===== config.mk =====
export PLATFORM = sky130hd
export DESIGN_NAME = dbt_timer
export DESIGN_NICKNAME = d
export VERILOG_FILES = /design/src/dbt_pkg.sv /design/src/dbt_timer.sv
export SDC_FILE = /design/constraint.sdc
export NUM_CORES = 1
export LEC_CHECK = 0
export BUFFER_PORTS_ARGS = -buffer_cell sky130_fd_sc_hd__buf_2
export CELL_PAD_IN_SITES_DETAIL_PLACEMENT = 1
export CELL_PAD_IN_SITES_GLOBAL_PLACEMENT = 2
export CORE_MARGIN = 5
export CORE_UTILIZATION = 40
export CTS_BUF_LIST = sky130_fd_sc_hd__clkbuf_16
export DETAILED_ROUTE_END_ITERATION = 10
export PLACE_DENSITY = 0.81
export SLEW_MARGIN = 0
export SYNTH_ARGS = -nofsm -noshare
export SYNTH_HDL_FRONTEND = slang
export SYNTH_SLANG_ARGS = --single-unit

===== constraint.sdc =====
create_clock -name mclk -period 4.6 [get_ports mclk]
set_input_delay 0.46 -clock mclk [delete_from_list [all_inputs] [get_ports mclk]]
set_output_delay 0.46 -clock mclk [all_outputs]
set_load 0.03 [all_outputs]

===== src/dbt_pkg.sv =====
// Package of register map, field layouts and reset values of the dual byte timer
package dbt_pkg;

	// ------------------------------------------------------------
	// Register addresses
	// ------------------------------------------------------------
	localparam logic [15:0] DBT_ADDR_CONTROL      = 16'hfe18;
	localparam logic [15:0] DBT_ADDR_PRESCALE_SEL = 16'hfe19;
	localparam logic [15:0] DBT_ADDR_LOW_COUNT    = 16'hfe1a;
	localparam logic [15:0] DBT_ADDR_HIGH_COUNT   = 16'hfe1b;
	localparam logic [15:0] DBT_ADDR_LOW_MATCH    = 16'hfe1c;
	localparam logic [15:0] DBT_ADDR_HIGH_MATCH   = 16'hfe1d;

	// ------------------------------------------------------------
	// Reset values and special data values
	// ------------------------------------------------------------
	localparam logic [7:0] DBT_CONTROL_RST   = 8'h00;
	localparam logic [7:0] DBT_PRESCALE_RST  = 8'h00;
	localparam logic [7:0] DBT_COUNT_RST     = 8'h00;
	localparam logic [7:0] DBT_MATCH_RST     = 8'h00;
	localparam logic [7:0] DBT_MATCH_ALL_ONE = 8'hff;
	localparam logic [7:0] DBT_COUNT_TOP     = 8'hff;
	localparam logic [7:0] DBT_READ_IDLE     = 8'h00;

	// ------------------------------------------------------------
	// Field layouts, most significant field first
	// ------------------------------------------------------------
	typedef struct packed {
		logic high_run;
		logic low_run;
		logic cascade_select;
		logic output_mode_select;
		logic high_match_flag;
		logic high_irq_enable;
		logic low_match_flag;
		logic low_irq_enable;
	} dbt_ctrl_t;

	typedef struct packed {
		logic       high_prescale_enable;
		logic [2:0] high_prescale_code;
		logic       low_prescale_enable;
		logic [2:0] low_prescale_code;
	} dbt_presc_t;

	// Events of one timer half, all one-cycle pulses
	typedef struct packed {
		logic match_hit;
		logic overflow_hit;
		logic reach_zero;
	} dbt_events_t;

endpackage


===== src/dbt_timer.sv =====
// Dual byte timer with prescalers, double-buffered match and toggle/PWM out
`timescale 1ns/1ps
// Functional notes
// - High run 0 holds high counter at 0, buffer follows match; 1 counts.
// - Low run 0 holds low counter at 0, buffer follows match; 1 counts.
// - Cascade 0: two 8-bit timers; 1: high advances once per low period.
// - Each half makes its own match signal, regardless of cascade select.
// - Modes 0,2 toggle both; mode 1 PWM both; mode 3 high toggle, low PWM.
// - PWM period is 256 count clocks times that half's prescaler count.
// - Mode 3 high toggle period 2*(hmatch+1)*hpresc*256*lpresc cycles.
// - High match flag sets when running high counter reaches 0; software clears.
// - Interrupt request while high irq enable and high match flag are 1.
// - Low match flag sets when running low counter reaches 0; software clears.
// - Interrupt request while low irq enable and low match flag are 1.
// - Prescaler setting written while running applies at match buffer reload.
// - High prescaler divides by 1, or by 2^(code+1) when enabled.
// - Low prescaler divides by 1, or by 2^(code+1) when enabled.
// - Low counter is read-only and counts low prescaler pulses.
// - High counter is read-only and counts high prescaler pulses.
// - Each half has an 8-bit match buffer compared against its counter.
// - Low buffer follows register when stopped, reloads at counter zero running.
// - High buffer follows register when stopped, reloads at counter zero running.
// - Low output toggles on match, or clears on overflow and sets on match.
// - High output PWM only in mode 1, otherwise toggles on high match.
// - Output high while stopped; low while running with match register FFH.
// - Counter resets on match: low in modes 0,2; high in modes 0,2,3.

// ------------------------------------------------------------
// One timer half: prescaler, counter, match buffer and output
// ------------------------------------------------------------
module dbt_half
	import dbt_pkg::*;
(
	input  wire logic        mclk,
	input  wire logic        rst,
	input  wire logic        run,
	input  wire logic        base_tick,
	input  wire logic        presc_enable,
	input  wire logic [2:0]  presc_code,
	input  wire logic [7:0]  match_reg,
	input  wire logic        reset_on_match,
	input  wire logic        pwm_mode,
	output logic      [7:0]  count,
	output dbt_events_t      events,
	output logic             wave
);
	logic [7:0] pcnt_q;
	logic [7:0] pcnt_d;
	logic [7:0] limit_q;
	logic [7:0] limit_d;
	logic [7:0] cnt_q;
	logic [7:0] cnt_d;
	logic [7:0] buf_q;
	logic [7:0] buf_d;
	logic       wave_q;
	logic       wave_d;
	logic [7:0] limit_new;
	logic       presc_hit;
	logic       match_hit;
	logic       ovf_hit;
	logic       reach_zero;
	logic       wave_run;

	// Terminal count of the prescaler: divide by 1 or by 2^(code+1)
	assign limit_new = presc_enable ?
		8'((9'h002 << presc_code) - 9'h001) : 8'h00;

	assign presc_hit  = run && base_tick && (pcnt_q == limit_q);
	assign match_hit  = presc_hit && (cnt_q == buf_q);
	assign ovf_hit    = presc_hit && (cnt_q == DBT_COUNT_TOP);
	assign reach_zero = presc_hit && (cnt_d == DBT_COUNT_RST);

	assign pcnt_d = !run ? 8'h00 :
		(base_tick ? (presc_hit ? 8'h00 : 8'(pcnt_q + 8'h01)) : pcnt_q);

	// Stopped counter sits at zero; a match may restart the count
	assign cnt_d = !run ? DBT_COUNT_RST :
		(!presc_hit ? cnt_q :
		((match_hit && reset_on_match) ? DBT_COUNT_RST :
		8'(cnt_q + 8'h01)));

	// Buffer and prescaler setting swap together so a period never mixes
	assign buf_d = (!run || reach_zero) ? match_reg : buf_q;
	assign limit_d = (!run || reach_zero) ? limit_new : limit_q;

	// PWM clears on overflow and sets on match; toggle flips on match
	assign wave_run = pwm_mode ?
		(match_hit ? 1'b1 : (ovf_hit ? 1'b0 : wave_q)) :
		(match_hit ? ~wave_q : wave_q);
	assign wave_d = !run ? 1'b1 :
		((match_reg == DBT_MATCH_ALL_ONE) ? 1'b0 : wave_run);

	always_ff @(posedge mclk or posedge rst)
	begin
		if (rst)
		begin
			pcnt_q  <= 8'h00;
			limit_q <= 8'h00;
			cnt_q   <= DBT_COUNT_RST;
			buf_q   <= DBT_MATCH_RST;
			wave_q  <= 1'b1;
		end
		else
		begin
			pcnt_q  <= pcnt_d;
			limit_q <= limit_d;
			cnt_q   <= cnt_d;
			buf_q   <= buf_d;
			wave_q  <= wave_d;
		end
	end

	assign count               = cnt_q;
	assign wave                = wave_q;
	assign events.match_hit    = match_hit;
	assign events.overflow_hit = ovf_hit;
	assign events.reach_zero   = reach_zero;
endmodule

// ------------------------------------------------------------
// Top: register port, mode decode, clock bases and flags
// ------------------------------------------------------------
module dbt_timer
	import dbt_pkg::*;
(
	input  wire logic        mclk,
	input  wire logic        rst,
	input  wire logic [15:0] addr,
	input  wire logic [7:0]  wr_data,
	input  wire logic        wr_en,
	input  wire logic        rd_en,
	output logic      [7:0]  rd_data,
	input  wire logic        event_in,
	input  wire logic        low_event_sel,
	output logic             high_output,
	output logic             low_output,
	output logic             irq_req
);
	dbt_ctrl_t   ctrl_q;
	dbt_ctrl_t   ctrl_d;
	dbt_presc_t  presc_q;
	logic [7:0]  low_match_q;
	logic [7:0]  high_match_q;
	logic [7:0]  rd_data_q;
	logic [7:0]  rd_mux;
	logic        half_tick_q;
	logic        ev_s1_q;
	logic        ev_s2_q;
	logic        ev_s3_q;
	logic        event_pulse;
	logic [7:0]  low_count;
	logic [7:0]  high_count;
	dbt_events_t low_ev;
	dbt_events_t high_ev;
	logic        low_base;
	logic        high_base;
	logic        wr_ctrl;
	logic        wr_presc;
	logic        wr_lmatch;
	logic        wr_hmatch;
	logic        low_rst_match;
	logic        high_rst_match;
	logic        high_pwm;
	dbt_ctrl_t   wr_ctrl_val;

	// ------------------------------------------------------------
	// Register decode
	// ------------------------------------------------------------
	assign wr_ctrl     = wr_en && (addr == DBT_ADDR_CONTROL);
	assign wr_presc    = wr_en && (addr == DBT_ADDR_PRESCALE_SEL);
	assign wr_lmatch   = wr_en && (addr == DBT_ADDR_LOW_MATCH);
	assign wr_hmatch   = wr_en && (addr == DBT_ADDR_HIGH_MATCH);
	assign wr_ctrl_val = dbt_ctrl_t'(wr_data);

	// Counters have no write path; unmapped reads return zero
	assign rd_mux =
		(addr == DBT_ADDR_CONTROL)      ? 8'(ctrl_q)  :
		(addr == DBT_ADDR_PRESCALE_SEL) ? 8'(presc_q) :
		(addr == DBT_ADDR_LOW_COUNT)    ? low_count   :
		(addr == DBT_ADDR_HIGH_COUNT)   ? high_count  :
		(addr == DBT_ADDR_LOW_MATCH)    ? low_match_q :
		(addr == DBT_ADDR_HIGH_MATCH)   ? high_match_q : DBT_READ_IDLE;

	// Flags: a write of 0 clears, a write of 1 keeps; a set in the
	// same cycle as the clear wins so no event is lost
	always_comb
	begin
		ctrl_d = ctrl_q;
		if (wr_ctrl)
		begin
			ctrl_d = wr_ctrl_val;
			ctrl_d.high_match_flag = ctrl_q.high_match_flag &
				wr_ctrl_val.high_match_flag;
			ctrl_d.low_match_flag = ctrl_q.low_match_flag &
				wr_ctrl_val.low_match_flag;
		end
		if (ctrl_q.high_run && high_ev.reach_zero)
			ctrl_d.high_match_flag = 1'b1;
		if (ctrl_q.low_run && low_ev.reach_zero)
			ctrl_d.low_match_flag = 1'b1;
	end

	always_ff @(posedge mclk or posedge rst)
	begin
		if (rst)
		begin
			ctrl_q       <= dbt_ctrl_t'(DBT_CONTROL_RST);
			presc_q      <= dbt_presc_t'(DBT_PRESCALE_RST);
			low_match_q  <= DBT_MATCH_RST;
			high_match_q <= DBT_MATCH_RST;
			rd_data_q    <= DBT_READ_IDLE;
		end
		else
		begin
			ctrl_q    <= ctrl_d;
			rd_data_q <= rd_en ? rd_mux : DBT_READ_IDLE;
			if (wr_presc)
				presc_q <= dbt_presc_t'(wr_data);
			if (wr_lmatch)
				low_match_q <= wr_data;
			if (wr_hmatch)
				high_match_q <= wr_data;
		end
	end

	// ------------------------------------------------------------
	// Count clock bases
	// ------------------------------------------------------------
	// Event pin passes two flops before the edge detector looks at it
	always_ff @(posedge mclk or posedge rst)
	begin
		if (rst)
		begin
			half_tick_q <= 1'b0;
			ev_s1_q     <= 1'b0;
			ev_s2_q     <= 1'b0;
			ev_s3_q     <= 1'b0;
		end
		else
		begin
			half_tick_q <= ~half_tick_q;
			ev_s1_q     <= event_in;
			ev_s2_q     <= ev_s1_q;
			ev_s3_q     <= ev_s2_q;
		end
	end

	assign event_pulse = ev_s2_q && !ev_s3_q;

	// PWM modes count every cycle; toggle modes every second cycle or
	// on external events, which the low half alone may use
	assign low_base = ctrl_q.output_mode_select ? 1'b1 :
		(low_event_sel ? event_pulse : half_tick_q);

	// Cascade feeds the high half from the low period: match in mode 2,
	// the full 256-count PWM overflow in mode 3
	assign high_base = !ctrl_q.cascade_select ?
		(ctrl_q.output_mode_select ? 1'b1 : half_tick_q) :
		(ctrl_q.output_mode_select ? low_ev.overflow_hit :
		low_ev.match_hit);

	// ------------------------------------------------------------
	// Mode decode
	// ------------------------------------------------------------
	assign low_rst_match  = !ctrl_q.output_mode_select;
	assign high_rst_match = !(ctrl_q.output_mode_select &&
		!ctrl_q.cascade_select);
	assign high_pwm = ctrl_q.output_mode_select &&
		!ctrl_q.cascade_select;

	dbt_half u_low
	(
		.mclk           (mclk),
		.rst            (rst),
		.run            (ctrl_q.low_run),
		.base_tick      (low_base),
		.presc_enable   (presc_q.low_prescale_enable),
		.presc_code     (presc_q.low_prescale_code),
		.match_reg      (low_match_q),
		.reset_on_match (low_rst_match),
		.pwm_mode       (ctrl_q.output_mode_select),
		.count          (low_count),
		.events         (low_ev),
		.wave           (low_output)
	);

	dbt_half u_high
	(
		.mclk           (mclk),
		.rst            (rst),
		.run            (ctrl_q.high_run),
		.base_tick      (high_base),
		.presc_enable   (presc_q.high_prescale_enable),
		.presc_code     (presc_q.high_prescale_code),
		.match_reg      (high_match_q),
		.reset_on_match (high_rst_match),
		.pwm_mode       (high_pwm),
		.count          (high_count),
		.events         (high_ev),
		.wave           (high_output)
	);

	assign irq_req = (ctrl_q.high_irq_enable && ctrl_q.high_match_flag) ||
		(ctrl_q.low_irq_enable && ctrl_q.low_match_flag);
	assign rd_data = rd_data_q;
endmodule


==> flow_summary.toml <==
[routing]
route.detailed.drc = 0
wl_mm = 15.3
avgViaCountPerCell = 5.67
antenna_left = 0
routedWlPerCell_um = 19.8
vias = 4397
dr.pass1.iters = 4
drt_iter0_markers = 351

[cts]
hold_buffers = 0
clock_sinks = 110
numCtsBuffers = 9
clkTransAtPathRegs_ps = 70
ctsLongestPathBuffers = 2
cts_tree = "yes"
cts_setup_buffers = 0
post_cts_resized = 0
clockRootBuffer = "clkbuf_16"
htreeDepth = 3
clkLatencyLatePin_ps = 360

[grt]
overflow = 0
grt_pass1_wl_mm = 25.3
track_usage_pct = 18.0
grt_max_degree = 85
grt_pass1_vias = 4616
antenna_found_initial = 0

[synth]
synth_common_cells = "dfrtp_1, nand2_1, mux2_2"
synth_top_cells_by_area = "dfrtp_1, mux2_2, xor2_1, xnor2_1, nand2_1"
synthMuxAreaShare_pct = 12.1
yosys.area_share.simple_pct = 16.9
synth_compound_area_share_pct = 12.0
synth_fp_nets = 598
synth_xor_xnor_area_share_pct = 7.12
synthDistinctLibCells = 69
synth_edf_count = 0
yosysTopAreaCellShare_pct = 45.8
synth_top_family_by_area = "simple AND/OR/NAND/NOR gates"
netlist_instances = 564
yosysWarnings = 0
syn_area_um2 = 5900
ys_ff_latch = 110
synth_fa_ha_area_share_pct = 0.848
synth.largest_area_cell = "dfrtp_1"
avgSynthCellArea_um2 = 10.5
async_flop_share_pct = 100
synth.most_common_cell = "dfrtp_1"
ys_seq_area_share_pct = 46.7
synthFlopType = "dfrtp_1"

[layout]
area_growth_pct = 9.24
layout-drive-gt1-share_pct = 21.8
fin_area_um2 = 6450
final_nets = 621
fin_cells = 776
num_antenna_cells = 0

[power_and_ir_drop]
p_clk_share_pct = 43.3
p_leak_nw = 2.90
total_power_mw = 1.81
swShare_pct = 22.4
p_sw_uw = 406
seq_power_share_pct = 53.5
power_density_nw_per_um2 = 281
peakVddDrop_v = 0.000177
power_frac_comb_pct = 3.2
p_int_mw = 1.41

[die]
dieArea_um2 = 17300
row_count = 44
core_um2 = 14500
die_w_um = 131
fp.dieH_um = 131
initial_utilization_pct = 40.8
pin_count = 41

[critical_path]
critPathLaunch = "u_low.count[1]"
regToRegStartpoint = "u_low.count[1]"
end_kind = "flop"
worstPathArrival_ps = 3930
r2r_slack_ps = 910
reg2reg_depth = 8
cp_max_fo = 16
start_kind = "flop"
crit_type = "flop to flop"
crit_end = "u_high.limit_q[1]"
r2r-end = "u_high.limit_q[1]"
required_ps = 4840

[sta]
fin_setup_tns_ps = 0
tightest_slew_ps = 1060
rsz0062_at_grt = "false"
setup_ws_ps = 911
maxSlewHeadroom_pct = 29.3
hold_viol = 0
timing.final.crit_share_pct = 80.2
layout_min_cycle_time_ps = 3690
finalSetupViolations = 0
timing.fmax_mhz = 271
drv_slew = 0
finalClockSkew_ps = 9.82

[flow_run]
drv_cap = 0

[placement]
port_buffers = 40
placed_cell_area_um2 = 6160
gp_congestion = 0.843
dp_cells = 760
hpwl_mm = 11.4
place_ws_ps = 926

[worst_hold_path]
hold_class = "input pin to flop"

[outcome]
status = "complete, no violations"
[routing by layer]
metal,vias up,wire (um),track usage (%)
met1,2244,7750,27.0
li1,2055,-,-
met2,79,6750,26.4
met4,0,288,6.40
met3,19,544,2.60
met5,-,0,0
[power by group through the flow]
stage | logic, mW | registers, mW | clock network (mW)
after CTS | 0.0598 | 0.969 | 0.811
after detailed placement | 0.0596 | 0.988 | 0
after global routing | 0.0658 | 0.969 | 0.849
after floorplan | 0.0297 | 0.987 | 0
after global placement | 0.0582 | 0.988 | 0
final | 0.0581 | 0.969 | 0.785
[area by class of cell]
cell class	instances	area, um2
Fill cell	1610	8030
Multi-Input combinational cell	408	2890
Sequential cell	110	2760
Tap cell	184	230
Clock buffer	9	225
Timing Repair Buffer	43	223
Clock inverter	7	65.1
Inverter	15	58.8
[cells by family (layout without fill, tap and decap cells)]
group	Yosys count	count (layout)
simple gates	190	190
flops	110	110
compound gates	104	104
mux	62	62
xor+xnor	48	48
buf+inv	46	74
fa+ha+maj	4	4
[critical path: stages (launching register included)]
cell and delay [ps]:
dfrtp_1 470, ha_1 310, nand3_4 130, or4_4 510, o41ai_2 240, a21oi_2 150, or2_1 420, o31ai_4 930
mux2_2 410
[cells in the final DEF (no fill, tap or decap), types with 3 or more instances in the layout]
| cell | count |
|---|---|
| nor2_1 | 40 |
| mux2_2 | 44 |
| or3_1 | 3 |
| xor2_1 | 25 |
| xnor2_1 | 23 |
| nand4_1 | 11 |
| buf_2 | 40 |
| and2_1 | 3 |
| o22ai_1 | 11 |
| nor2b_1 | 13 |
| clkbuf_16 | 9 |
| nor3b_1 | 7 |
| o211ai_1 | 3 |
| nor4_1 | 8 |
| o21a_1 | 6 |
| a222oi_1 | 6 |
| o21ai_0 | 31 |
| buf_4 | 3 |
| nand3_1 | 15 |
| nor3_1 | 12 |
| mux2i_1 | 10 |
| nand2b_1 | 4 |
| dfrtp_1 | 108 |
| nand2_1 | 48 |
| inv_1 | 15 |
| and3_1 | 4 |
| ha_1 | 4 |
| mux2_4 | 8 |
| a21oi_1 | 13 |
| a22o_1 | 9 |
| a31oi_1 | 6 |
[worst min-delay path by stage]
stage | endpoint | cells past startpoint | from | slack [ps]
2_1_floorplan | ev_s2_q | 0 | ev_s1_q | 330
3_3_place_gp | ev_s2_q | 0 | ev_s1_q | 340
6_report | ev_s1_q | 1 | event_in | 210
3_5_place_dp | ev_s2_q | 0 | ev_s1_q | 350
5_1_grt | ev_s1_q | 1 | event_in | 200
4_1_cts | ev_s1_q | 1 | event_in | 190
[through the flow]
stage               hold slack, ps  utilization [%]
floorplan                      331                -
global placement               335             42.5
detailed placement             347             42.5
CTS                            195             44.5
global route                   200             44.5
finish                         208             44.5
Note: power is estimated with default switching activity, not from simulation.
